--- config.mk ---
export PLATFORM = sky130hd
export DESIGN_NAME = drm_ctl
export DESIGN_NICKNAME = d
export VERILOG_FILES = /design/src/hdl/drm_pkg.sv /design/src/hdl/drm_bank.sv /design/src/hdl/drm_ctl.sv
export SDC_FILE = /design/constraint.sdc
export NUM_CORES = 1
export LEC_CHECK = 0
export BUFFER_PORTS_ARGS = -buffer_cell sky130_fd_sc_hd__buf_4
export CORE_MARGIN = 8
export CORE_UTILIZATION = 52
export CTS_CLUSTER_DIAMETER = 80
export CTS_CLUSTER_SIZE = 16
export DETAILED_ROUTE_END_ITERATION = 10
export GPL_TIMING_DRIVEN = 0
export PLACE_DENSITY = 0.82
export SETUP_SLACK_MARGIN = 0.3
export SLEW_MARGIN = 20
export SYNTH_ARGS = -nofsm -noshare
export SYNTH_HDL_FRONTEND = slang
export SYNTH_SLANG_ARGS = --single-unit
--- constraint.sdc ---
create_clock -name sys_clk_i -period 2.4 [get_ports sys_clk_i]
set_input_delay 0.48 -clock sys_clk_i [delete_from_list [all_inputs] [get_ports sys_clk_i]]
set_output_delay 0.48 -clock sys_clk_i [all_outputs]
set_load 0.01 [all_outputs]
--- src/hdl/drm_pkg.sv ---
package drm_pkg;

    localparam int CLK_PERIOD_PS = 4000;

    function automatic int ceil_div(input int num, input int den);
        return (num + den - 1) / den;
    endfunction : ceil_div

    function automatic int max2(input int a, input int b);
        return (a > b) ? a : b;
    endfunction : max2

    // Counters load one less, so a check of zero lands on the exact edge
    function automatic logic [7:0] load_cnt(input logic [7:0] cyc);
        return (cyc == 8'h00) ? 8'h00 : cyc - 8'h01;
    endfunction : load_cnt

    function automatic logic [7:0] dec_cnt(input logic [7:0] cnt);
        return (cnt == 8'h00) ? 8'h00 : cnt - 8'h01;
    endfunction : dec_cnt

    // Times in picoseconds, plain defaults for one speed grade
    localparam int T_RP_PS = 15000;
    localparam int T_RPA_PS = 17500;
    localparam int T_RFC_PS = 127500;
    localparam int T_XSNR_PS = 137500;
    localparam int T_WTR_PS = 7500;
    localparam int T_WR_PS = 15000;
    localparam int T_REFI_PS = 7812500;
    localparam int T_REFI_HOT_PS = 3900000;

    localparam logic [7:0] RP_CYC = 8'(ceil_div(T_RP_PS, CLK_PERIOD_PS));
    localparam logic [7:0] RPA_CYC = 8'(ceil_div(T_RPA_PS, CLK_PERIOD_PS));
    localparam logic [7:0] RFC_CYC = 8'(ceil_div(T_RFC_PS, CLK_PERIOD_PS));
    localparam logic [7:0] XSNR_CYC = 8'(ceil_div(T_XSNR_PS, CLK_PERIOD_PS));
    localparam int WTR_CYC = max2(2, ceil_div(T_WTR_PS, CLK_PERIOD_PS));
    localparam int WR_CYC = ceil_div(T_WR_PS, CLK_PERIOD_PS);
    localparam logic [7:0] XSRD_CYC = 8'hC8;
    localparam logic [7:0] XP_CYC = 8'h02;
    localparam logic [7:0] XARD_CYC = 8'h02;
    localparam logic [7:0] XARDS_CYC = 8'h07;
    localparam logic [7:0] MRD_CYC = 8'h02;
    localparam logic [1:0] CKE_MIN_CYC = 2'h3;
    // Burst plus postamble, command to completion
    localparam int BURST_CYC = 6;
    localparam logic [7:0] READ_BUSY_CYC = 8'(BURST_CYC);
    localparam logic [7:0] WRITE_BUSY_CYC =
        8'(BURST_CYC + max2(WR_CYC, WTR_CYC));
    // Longest intervals round down
    localparam logic [11:0] REFI_CYC = 12'(T_REFI_PS / CLK_PERIOD_PS);
    localparam logic [11:0] REFI_HOT_CYC = 12'(T_REFI_HOT_PS / CLK_PERIOD_PS);

    localparam int NUM_BANKS = 8;

    // Register byte offsets
    localparam logic [7:0] ADDR_CTRL = 8'h00;
    localparam logic [7:0] ADDR_STATUS = 8'h04;
    localparam logic [7:0] ADDR_VIOL = 8'h08;
    localparam logic [1:0] CTRL_RESET = 2'h0;
    localparam int CTRL_SLOW_EXIT_BIT = 0;
    localparam int CTRL_HOT_BIT = 1;

    // Sticky protocol error bits
    localparam int VIOL_W = 11;
    localparam int V_RDWR_IDLE = 0;
    localparam int V_BANK_BUSY = 1;
    localparam int V_SR_OPEN = 2;
    localparam int V_EXIT_CMD = 3;
    localparam int V_CKE_HOLD = 4;
    localparam int V_CKE_ACCESS = 5;
    localparam int V_REF_LATE = 6;
    localparam int V_EARLY_READ = 7;
    localparam int V_TERM = 8;
    localparam int V_REF_OPEN = 9;
    localparam int V_CKE_EXIT = 10;

    typedef struct packed {
        logic cs_n;
        logic ras_n;
        logic cas_n;
        logic we_n;
        logic all_bank_select_addr_bit;
        logic [2:0] ba;
    } drm_cmd_type;

    typedef enum logic [2:0] {
        CMD_NOP, CMD_ACT, CMD_PRE, CMD_REF, CMD_MRS, CMD_READ, CMD_WRITE
    } drm_op_type;

    typedef enum logic [1:0] {
        PS_NORMAL, PS_PD_PRE, PS_PD_ACT, PS_SELF_REF
    } drm_pstate_type;

    function automatic drm_op_type decode_cmd(input drm_cmd_type c);
        drm_op_type op;
        op = CMD_NOP;
        if (!c.cs_n)
        begin
            case ({c.ras_n, c.cas_n, c.we_n})
                3'b011: op = CMD_ACT;
                3'b010: op = CMD_PRE;
                3'b001: op = CMD_REF;
                3'b000: op = CMD_MRS;
                3'b101: op = CMD_READ;
                3'b100: op = CMD_WRITE;
                default: op = CMD_NOP;
            endcase
        end
        return op;
    endfunction : decode_cmd

endpackage : drm_pkg

--- src/hdl/drm_bank.sv ---
`timescale 1ns/100ps
module drm_bank
    import drm_pkg::*;
(
    input wire logic sys_clk_i,
    input wire logic nrst_i,
    input wire logic act_i,
    input wire logic pre_i,
    input wire logic ref_i,
    input wire logic [7:0] load_i,
    output logic open_o,
    output logic busy_o
);

    logic open_q, open_d;
    logic busy_q, busy_d;
    logic [7:0] timer_q, timer_d;

    always_comb
    begin
        open_d = open_q;
        timer_d = dec_cnt(timer_q);
        if (act_i)
        begin
            open_d = 1'b1;
        end
        else if (pre_i || ref_i)
        begin
            open_d = 1'b0;
            timer_d = load_cnt(load_i);
        end
        busy_d = (timer_d != 8'h00);
    end

    always_ff @(posedge sys_clk_i or negedge nrst_i)
    begin
        if (!nrst_i)
        begin
            open_q <= 1'b0;
            busy_q <= 1'b0;
            timer_q <= 8'h00;
        end
        else
        begin
            open_q <= open_d;
            busy_q <= busy_d;
            timer_q <= timer_d;
        end
    end

    assign open_o = open_q;
    assign busy_o = busy_q;

endmodule : drm_bank

--- src/hdl/drm_ctl.sv ---
// Behaviour
// - Precharge uses all-bank bit for all banks, else bank address picks one.
// - Precharged bank is idle; read or write to idle bank is flagged.
// - Refresh with clock-gate low enters self refresh; banks must be idle.
// - Self refresh exit delays count from first registered high clock-gate.
// - Write completes after postamble and the larger of recovery and write-to-read (two at least).
// - Power-down entered by clock-gate low with NOP; not mid access or MRS.
// - Idle banks give precharge power-down with frozen DLL, else active.
// - Power-down exit on clock-gate high with NOP, at same clock frequency.
`timescale 1ns/100ps
module drm_ctl
    import drm_pkg::*;
(
    input wire logic sys_clk_i,
    input wire logic nrst_i,
    input wire drm_cmd_type cmd_i,
    input wire logic cke_i,
    input wire logic termination_enable_input_i,
    input wire logic hsel_i,
    input wire logic [31:0] haddr_i,
    input wire logic [1:0] htrans_i,
    input wire logic hwrite_i,
    input wire logic [2:0] hsize_i,
    input wire logic [31:0] hwdata_i,
    input wire logic hready_i,
    output logic [31:0] hrdata_o,
    output logic hreadyout_o,
    output logic hresp_o,
    output logic [7:0] bank_open_o,
    output logic pd_precharge_o,
    output logic pd_active_o,
    output logic self_refresh_o,
    output logic dll_frozen_o,
    output logic buffers_off_o,
    output logic violation_o
);

    drm_pstate_type state_q, state_d;
    drm_op_type op;
    logic cke_prev_q, cke_prev_d;
    logic [1:0] run_q, run_d;
    logic [7:0] nonrd_q, nonrd_d;
    logic [7:0] rd_q, rd_d;
    logic [7:0] acc_q, acc_d;
    logic sr_win_q, sr_win_d;
    logic [11:0] debt_q, debt_d;
    logic [11:0] refi_lim;
    logic [VIOL_W-1:0] viol_q, viol_d, viol_set, viol_clr;
    logic [NUM_BANKS-1:0] act_v, pre_v, ref_v, open_v, busy_v;
    logic [7:0] pre_load;
    logic pd_pre_q, pd_pre_d, pd_act_q, pd_act_d, sr_q, sr_d;
    logic boff_q, boff_d, vio_q, vio_d;
    logic [1:0] ctrl_q, ctrl_d;
    logic wr_pend_q, wr_pend_d;
    logic [7:0] wr_addr_q, wr_addr_d;
    logic [31:0] rdata_q, rdata_d;
    logic addr_phase;
    logic [7:0] acc_addr;

    // Bank timers
    for (genvar b = 0; b < NUM_BANKS; b++)
    begin : g_bank
        drm_bank u_bank (
            .sys_clk_i(sys_clk_i),
            .nrst_i(nrst_i),
            .act_i(act_v[b]),
            .pre_i(pre_v[b]),
            .ref_i(ref_v[b]),
            .load_i(ref_v[b] ? RFC_CYC : pre_load),
            .open_o(open_v[b]),
            .busy_o(busy_v[b])
        );
    end

    assign op = decode_cmd(cmd_i);
    assign refi_lim = ctrl_q[CTRL_HOT_BIT] ? REFI_HOT_CYC : REFI_CYC;

    always_comb
    begin
        state_d = state_q;
        cke_prev_d = cke_i;
        nonrd_d = dec_cnt(nonrd_q);
        rd_d = dec_cnt(rd_q);
        acc_d = dec_cnt(acc_q);
        sr_win_d = sr_win_q && (rd_d != 8'h00);
        debt_d = (debt_q == 12'hFFF) ? debt_q : debt_q + 12'h001;
        viol_set = '0;
        act_v = '0;
        pre_v = '0;
        ref_v = '0;
        pre_load = RP_CYC;
        if (cke_i != cke_prev_q)
        begin
            run_d = 2'h1;
            if (run_q < CKE_MIN_CYC)
            begin
                viol_set[V_CKE_HOLD] = 1'b1;
            end
        end
        else
        begin
            run_d = (run_q == CKE_MIN_CYC) ? run_q : run_q + 2'h1;
        end
        if (debt_q > refi_lim)
        begin
            viol_set[V_REF_LATE] = 1'b1;
        end
        if (termination_enable_input_i &&
            (state_q == PS_SELF_REF || sr_win_q))
        begin
            viol_set[V_TERM] = 1'b1;
        end
        case (state_q)
            PS_NORMAL:
            begin
                if (cke_prev_q && !cke_i)
                begin
                    if (sr_win_q && (nonrd_q != 8'h00 || op != CMD_REF))
                    begin
                        viol_set[V_CKE_EXIT] = 1'b1;
                    end
                    if (acc_q != 8'h00)
                    begin
                        viol_set[V_CKE_ACCESS] = 1'b1;
                    end
                    if (op == CMD_REF)
                    begin
                        state_d = PS_SELF_REF;
                        if (|open_v || |busy_v)
                        begin
                            viol_set[V_SR_OPEN] = 1'b1;
                        end
                        if (termination_enable_input_i)
                        begin
                            viol_set[V_TERM] = 1'b1;
                        end
                    end
                    else if (op == CMD_NOP)
                    begin
                        state_d = (|open_v) ? PS_PD_ACT : PS_PD_PRE;
                    end
                    else
                    begin
                        viol_set[V_CKE_ACCESS] = 1'b1;
                    end
                end
                else if (cke_prev_q)
                begin
                    if (op != CMD_NOP && op != CMD_READ && nonrd_q != 8'h00)
                    begin
                        viol_set[V_EXIT_CMD] = 1'b1;
                    end
                    if (op == CMD_READ && (rd_q != 8'h00 || nonrd_q != 8'h00))
                    begin
                        viol_set[V_EARLY_READ] = 1'b1;
                    end
                    case (op)
                        CMD_ACT:
                        begin
                            act_v[cmd_i.ba] = 1'b1;
                            viol_set[V_BANK_BUSY] = busy_v[cmd_i.ba];
                        end
                        CMD_PRE:
                        begin
                            if (cmd_i.all_bank_select_addr_bit)
                            begin
                                pre_v = '1;
                                pre_load = RPA_CYC;
                            end
                            else
                            begin
                                pre_v[cmd_i.ba] = 1'b1;
                            end
                        end
                        CMD_REF:
                        begin
                            viol_set[V_REF_OPEN] = |open_v;
                            viol_set[V_BANK_BUSY] = |busy_v;
                            ref_v = '1;
                            debt_d = (debt_q > refi_lim) ?
                                debt_q - refi_lim : 12'h000;
                        end
                        CMD_READ, CMD_WRITE:
                        begin
                            viol_set[V_RDWR_IDLE] = !open_v[cmd_i.ba];
                            acc_d = load_cnt(op == CMD_READ ?
                                READ_BUSY_CYC : WRITE_BUSY_CYC);
                        end
                        CMD_MRS:
                        begin
                            acc_d = load_cnt(MRD_CYC);
                        end
                        default:
                        begin
                            acc_d = dec_cnt(acc_q);
                        end
                    endcase
                end
            end
            PS_PD_PRE, PS_PD_ACT:
            begin
                if (cke_i)
                begin
                    state_d = PS_NORMAL;
                    viol_set[V_EXIT_CMD] = (op != CMD_NOP);
                    nonrd_d = load_cnt(XP_CYC);
                    if (state_q == PS_PD_ACT)
                    begin
                        rd_d = load_cnt(ctrl_q[CTRL_SLOW_EXIT_BIT] ?
                            XARDS_CYC : XARD_CYC);
                    end
                    else
                    begin
                        rd_d = load_cnt(XP_CYC);
                    end
                end
            end
            PS_SELF_REF:
            begin
                debt_d = 12'h000;
                if (cke_i)
                begin
                    state_d = PS_NORMAL;
                    viol_set[V_EXIT_CMD] = (op != CMD_NOP);
                    nonrd_d = load_cnt(XSNR_CYC);
                    rd_d = load_cnt(XSRD_CYC);
                    sr_win_d = 1'b1;
                end
            end
            default:
            begin
                state_d = PS_NORMAL;
            end
        endcase
        // Set wins over software clear
        viol_d = (viol_q & ~viol_clr) | viol_set;
        pd_pre_d = (state_d == PS_PD_PRE);
        pd_act_d = (state_d == PS_PD_ACT);
        sr_d = (state_d == PS_SELF_REF);
        // Own flops so the pins carry no decode glitches
        boff_d = (state_d != PS_NORMAL);
        vio_d = |viol_d;
    end

    always_ff @(posedge sys_clk_i or negedge nrst_i)
    begin
        if (!nrst_i)
        begin
            state_q <= PS_NORMAL;
            cke_prev_q <= 1'b1;
            run_q <= CKE_MIN_CYC;
            nonrd_q <= 8'h00;
            rd_q <= 8'h00;
            acc_q <= 8'h00;
            sr_win_q <= 1'b0;
            debt_q <= 12'h000;
            viol_q <= '0;
            pd_pre_q <= 1'b0;
            pd_act_q <= 1'b0;
            sr_q <= 1'b0;
            boff_q <= 1'b0;
            vio_q <= 1'b0;
        end
        else
        begin
            state_q <= state_d;
            cke_prev_q <= cke_prev_d;
            run_q <= run_d;
            nonrd_q <= nonrd_d;
            rd_q <= rd_d;
            acc_q <= acc_d;
            sr_win_q <= sr_win_d;
            debt_q <= debt_d;
            viol_q <= viol_d;
            pd_pre_q <= pd_pre_d;
            pd_act_q <= pd_act_d;
            sr_q <= sr_d;
            boff_q <= boff_d;
            vio_q <= vio_d;
        end
    end

    // Register slave, zero wait states
    assign addr_phase = hsel_i && hready_i && htrans_i[1];
    assign acc_addr = haddr_i[7:0];

    always_comb
    begin
        wr_pend_d = addr_phase && hwrite_i;
        wr_addr_d = addr_phase ? acc_addr : wr_addr_q;
        rdata_d = rdata_q;
        ctrl_d = ctrl_q;
        viol_clr = '0;
        if (addr_phase && !hwrite_i)
        begin
            if (acc_addr == ADDR_CTRL && haddr_i[31:8] == 24'h000000)
            begin
                rdata_d = {30'h00000000, ctrl_q};
            end
            else if (acc_addr == ADDR_STATUS && haddr_i[31:8] == 24'h000000)
            begin
                rdata_d = {12'h000, pd_pre_q, sr_win_q, state_q,
                    busy_v, open_v};
            end
            else if (acc_addr == ADDR_VIOL && haddr_i[31:8] == 24'h000000)
            begin
                rdata_d = {21'h000000, viol_q};
            end
            else
            begin
                rdata_d = 32'h00000000;
            end
        end
        if (wr_pend_q)
        begin
            if (wr_addr_q == ADDR_CTRL)
            begin
                ctrl_d = hwdata_i[1:0];
            end
            else if (wr_addr_q == ADDR_VIOL)
            begin
                viol_clr = hwdata_i[VIOL_W-1:0];
            end
        end
    end

    always_ff @(posedge sys_clk_i or negedge nrst_i)
    begin
        if (!nrst_i)
        begin
            wr_pend_q <= 1'b0;
            wr_addr_q <= 8'h00;
            rdata_q <= 32'h00000000;
            ctrl_q <= CTRL_RESET;
        end
        else
        begin
            wr_pend_q <= wr_pend_d;
            wr_addr_q <= wr_addr_d;
            rdata_q <= rdata_d;
            ctrl_q <= ctrl_d;
        end
    end

    assign hrdata_o = rdata_q;
    assign hreadyout_o = 1'b1;
    assign hresp_o = 1'b0;
    assign bank_open_o = open_v;
    assign pd_precharge_o = pd_pre_q;
    assign pd_active_o = pd_act_q;
    assign self_refresh_o = sr_q;
    assign dll_frozen_o = pd_pre_q;
    assign buffers_off_o = boff_q;
    assign violation_o = vio_q;

endmodule : drm_ctl

# Yosys cells after proc, flatten, opt, wreduce, memory -nomap -nowiden
# Cells that the tools add are included.
# op_classes
eq_ne,26
n_addsub,24
n_reduce_logical,86
n_lt_le_gt_ge,4
muxes,157
bitwise,3
# op_table
op,n
$mux W8,66
$logic_not A8 Y1,23
$sub A8 B1 Y8 const B,19
$reduce_bool A8 Y1,12
$mux W12,5
$mux W11,5
$mux W1,54
$pmux W8 S2,3
$mux W20,2
$logic_not A24 Y1,1
$pmux W12 S2,1
$mux W2,9
$pmux W3 S6,1
$reduce_bool A2 Y1,9
$eq A8 B4 Y1 const B,2
$reduce_or A8 Y1,2
$eq A3 B3 Y1 const B,5
$logic_and A1 B1 Y1,15
$add A12 B1 Y12 const B,1
$eq A12 B12 Y1 const B,1
$eq A3 B2 Y1 const B,4
$gt A12 B11 Y1,1
$logic_or A1 B1 Y1,12
$sub A12 B11 Y12,1
31 further kinds,46
# word_totals
elab_cells,342
ff_bits,181
output_inout_bits,48

# Depth between registers and ports, before layout
# depth
word_depth,14
depth_mapped,9

# Hierarchy
# Synthesis repeated with hierarchy kept, for this count alone.
# unflattened
hier_cells,1176
area_unflattened_um2,11093.1
# modules_own_cells
mod,area_per_inst_um2,cells_per_inst,seq_area_each_um2,instances
drm_ctl,5313.8,601,2230.9,1
drm_bank at g_bank[0].u_bank ...,711.9,70,250.2,7
drm_bank at g_bank[4].u_bank,795.8,85,250.2,1

# Worst setup path after synthesis
# Ideal clock, no wire load.
# synth_path
path_kind,register to register
startpoint,reg g_bank[1].u_bank.timer_q[0]
endpoint,reg g_bank[1].u_bank.busy_q
t_required_ns,2.262
path_slack_ns,-0.073
setup_ns,0.138
t_arrival_ns,2.334
n_path_buf,0
period_less_slack_ns,2.473
path_stages_with_launch,9
cell_sequence,dfrtp_1 > inv_1 > ha_1 > or4b_4 > or4_4 > o211ai_4 > a211o_2 > o2111ai_1 > or4_1
# synth_via
elab_chain_cells,5
# synth_rtl
item,line_no,source
from (decl),drm_bank.sv:17,"logic [7:0] timer_q, timer_d;"
from (signal assigned),drm_bank.sv:47,timer_q <= timer_d;
$sub A8 B1 Y8 / $logic_not A8 Y1 (equally long branches),drm_pkg.sv:19,return (cnt == 8'h00) ? 8'h00 : cnt - 8'h01;
$mux W8 (*),drm_pkg.sv:19,
$mux W8,drm_bank.sv:27,else if (pre_i || ref_i)
$mux W8 (*),drm_bank.sv:23,if (act_i)
$reduce_bool A8 Y1 (*),drm_bank.sv:32,busy_d = (timer_d != 8'h00);
via g_bank[1].u_bank.busy_d,drm_bank.sv:16,"logic busy_q, busy_d;"
to (signal assigned),drm_bank.sv:46,busy_q <= busy_d;
to (decl),drm_bank.sv:16,
# The timed path passes the listed nets; every way through them passes the cells marked *.
# A chain may end at the register's enable or synchronous reset.

# Final worst setup path
# Same ends and word-level chain as after synthesis.

==> impl_results.md <==
* Start point of the critical path: g_bank[1].u_bank.timer_q[0]
* Number of cells in the finished layout apart from fillers at 1,386
* Worst Clk Skew at 0.0129 ns
* Average via count per standard cell at 6.08
* Global-route wire length before repair at 41.7 mm
* Wire length the detailed router placed on met1 at 10.7 mm
* Register-to-Register Path Depth at 8
* DRC violations left at 0
* Initial antenna violation count at 0
* Crit Reg-Reg Startpoint: g_bank[1].u_bank.timer_q[0]
* Fraction of final layout cells sized beyond drive strength 1 at 0.303
* Net Switching at 5.18 mW
* Share of total power in combinational logic at 0.401
* Final setup slack of the worst path at -0.118 ns
* Netlist cell types at 74
* Cell types with the largest area share after synthesis: sky130_fd_sc_hd__dfrtp_1 (45%), sky130_fd_sc_hd__nor2_1 (4.5%), sky130_fd_sc_hd__xnor2_1 (4.3%), sky130_fd_sc_hd__o21ai_0 (3.7%), sky130_fd_sc_hd__nand2_1 (3.6%)
* Worst-Margin Slew at 0.663 ns
* Largest net degree at the start of global routing at 90
* DP Cell Count at 1,294
* Detailed route wirelength on metal3 at 2.15 mm
* CTS HTree Levels at 4
* Type of the tightest min-delay check: in2async
* Share of the cycle needed by the critical path after routing at 1.05
* Peak supply drop at 0.689 mV
* Register-to-Register Setup Slack at -0.12 ns
* Result of the run: complete, but fails checks
* Average detailed-routed wire length per instance at 19.9 um
* Wire length on met2 at 13.8 mm
* Cell count after synthesis at 968
* Width of the die at 149 um
* Unrepaired setup endpoints after global routing: yes
* Remaining number of nets flagged by the antenna check after routing at 0
* Number of DRC markers after the initial detailed-route iteration at 675
* Total Neg Setup Slack at -0.118 ns
* Finished Cell Area at 12,100 sq um
* Startpoint-to-endpoint class of the critical path: reg2reg
* Part of the total power dissipated in the clock network at 0.214
* Count of flip-flops with a built-in enable after synthesis at 0
* Post-Synthesis Mean Instance Area at 9.50 sq um
* Violations in the final reports: hold timing, setup timing
* Latest clock arrival within the worst-skew pair at 0.45 ns
* Worst reg2reg endpoint: g_bank[1].u_bank.busy_o
* Number of detailed-route iterations in the first pass at 5
* Internal Power at 7.84 mW
* Vias in the first global route at 8,288
* Crit path required time at 2.71 ns
* Sequential share of power at 0.385
* Die height at 149 um
* Standby leakage power at 5.29 nW
* DPL Wire Length at 17.2 mm
* Cell type contributing the most total cell area after synthesis: sky130_fd_sc_hd__dfrtp_1
* Initial Util at 0.532
* Total of endpoints with negative setup slack in the final report at 1
* Longest Clk Path Bufs at 2
* Number of buffers added on ports at 88
* Net count of the finished layout at 1,259
* Worst setup slack before clock tree synthesis at -0.566 ns
* Number of hold buffers added after cts at 0
* Sequential area share after synthesis at 0.460
* Pwr per Cell Area at 1080 nW/um^2
* Kind of end point of the critical path: flip-flop
* Slew Limit Headroom at 0.556
* Top-level port count at 132
* DR top layer: met4
* Die Outline Area at 22,200 sq um
* Share of synthesized registers carrying an async set or reset at 1.00
* Final slew viol count at 0
* Via count at 8,424
* Kind of launch point of the worst setup path: flip-flop
* Maxcap violations at 0
* Routability congestion estimate at 0.900
* Final-layout worst hold slack at -0.0199 ns
* Placeable core region at 17,300 sq um
* Dominant register cell in the synthesized netlist: sky130_fd_sc_hd__dfrtp_1
* Critical path data arrival time at 2.83 ns
* CTS tree: yes
* Cell at the root of the clock tree: sky130_fd_sc_hd__clkbuf_16
* Number of hold violations in the final report at 7
* Share of the synthesized area in the top cell type at 0.452
* Number of CTS-inserted buffers at 17
* Overall overflow remaining after global route at 0
* Most frequent cells in the layout: sky130_fd_sc_hd__buf_4 (163), sky130_fd_sc_hd__dfrtp_1 (163), sky130_fd_sc_hd__nor2_1 (104), sky130_fd_sc_hd__nand2_1 (82), sky130_fd_sc_hd__o21ai_0 (57)
* Achievable clock frequency at 397 MHz
* CTS sink cnt at 169
* Area Growth Syn to Fin at 31.2%
* Post-detailed-placement cell area at 10,400 sq um
* Global routing usage summed across all routing layers at 0.233
* CP Max Fanout at 6
* N_diodes at 0
* Syn. warnings at 0
* Fin crit period at 2.52 ns
* Switching power share of the total at 0.398
* Sum of routed wire length over all layers at 27.6 mm
* Count of state elements after synthesis at 169
* Mapped Area at 9200 sq um
* Register clock-pin slew on the reported worst setup and hold paths at 0.07 ns
* Standard-cell rows at 48
==> routing by layer <==
layer	global-route usage	vias to the layer above
met5	0	-
met4	0.0989	0
met3	0.0576	108
met2	0.391	427
met1	0.280	4095
li1	-	3794
==> synthesized netlist by cell type, drive strengths merged, types with 12 or more instances <==
cell type	count
a21oi	36
a22o	12
buf	30
clkbuf	21
dfrtp	166
ha	26
inv	37
mux2i	16
nand2	88
nand2b	15
nand3	14
nor2	111
nor3	37
nor3b	16
nor4	24
o21ai	74
o22ai	14
xnor2	45
xor2	18
==> logic make-up after synthesis <==
group,after synthesis,synth area share
AOI/OAI and AO/OA,212,0.149
xor gates and xnor gates,63,0.0600
adders and majority gates,27,0.0375
buffers and inverters,88,0.0473
DFF,169,0.460
muxes,25,0.0297
other,2,0.000816
and+or+nand+nor,382,0.215
==> state kept, by name, summed over array words and instances, names as in the netlist <==
signal	count
acc_q	8
buffers_off_o	1
cke_prev_q	1
ctrl_q	2
debt_q	12
dll_frozen_o	1
g_bank.u_bank.busy_o	8
g_bank.u_bank.open_o	8
g_bank.u_bank.timer_q	64
hrdata_o	20
nonrd_q	8
pd_active_o	1
rd_q	8
run_q	2
self_refresh_o	1
sr_win_q	1
state_q	2
viol_q	11
violation_o	1
wr_addr_q	8
wr_pend_q	1
==> how the worst max path moves through the flow <==
| stage | slack [ns] | cells past startpoint | endpoint |
|---|---|---|---|
| 6_report | -0.12 | 8 | g_bank[1].u_bank.busy_o |
| 5_1_grt | -0.18 | 8 | g_bank[1].u_bank.busy_o |
| 4_1_cts | -0.06 | 8 | g_bank[1].u_bank.busy_o |
| 3_5_place_dp | -0.57 | 7 | g_bank[1].u_bank.busy_o |
| 3_3_place_gp | -0.56 | 10 | g_bank[1].u_bank.busy_o |
| 2_1_floorplan | 0.02 | 8 | g_bank[1].u_bank.busy_o |
==> cell type report <==
cell class                 count  area (sq um)
clock buffer                  17           425
tap                          225           282
inverter                      37           144
sequential                   169          4240
clock inverter                15           160
multi-input combinational    723          5260
buffer                        50           377
timing repair buffer         150          1180
fill                        1188          5230
==> power by group through the flow <==
stage                     Combinational [mW]  Sequential (mW)  Clock (mW)
final                                   5.22             5.02        2.78
after global placement                  4.06             4.84           0
after detailed placement                4.23             4.87           0
after global routing                    5.78             5.14        2.92
after CTS                               4.67             4.89        2.79
after floorplan                         3.30             4.63           0
==> per-stage QoR <==
stage	util	power (mW)
3_3_place_gp	0.597	8.89
2_1_floorplan	-	7.94
3_5_place_dp	0.599	9.10
6_report	0.698	13.0
5_1_grt	0.698	13.8
4_1_cts	0.668	12.3
==> repair_timing <==
item | 4_1_cts | 5_1_grt
setup endpoints to repair | 82 | 48
buffers inserted | 31 | 30
pin swaps | 15 | 26
gates resized for setup | 78 | 77
==> worst max-delay path: stages (launching register included) <==
cell	delay [ns]
sky130_fd_sc_hd__dfrtp_1	0.41
sky130_fd_sc_hd__inv_2	0.09
sky130_fd_sc_hd__ha_4	0.14
sky130_fd_sc_hd__or4b_4	0.48
sky130_fd_sc_hd__or4_4	0.45
sky130_fd_sc_hd__o211ai_4	0.14
sky130_fd_sc_hd__a211o_2	0.16
sky130_fd_sc_hd__o2111ai_2	0.10
sky130_fd_sc_hd__or4_1	0.41
(Power assumes the default switching activity.)
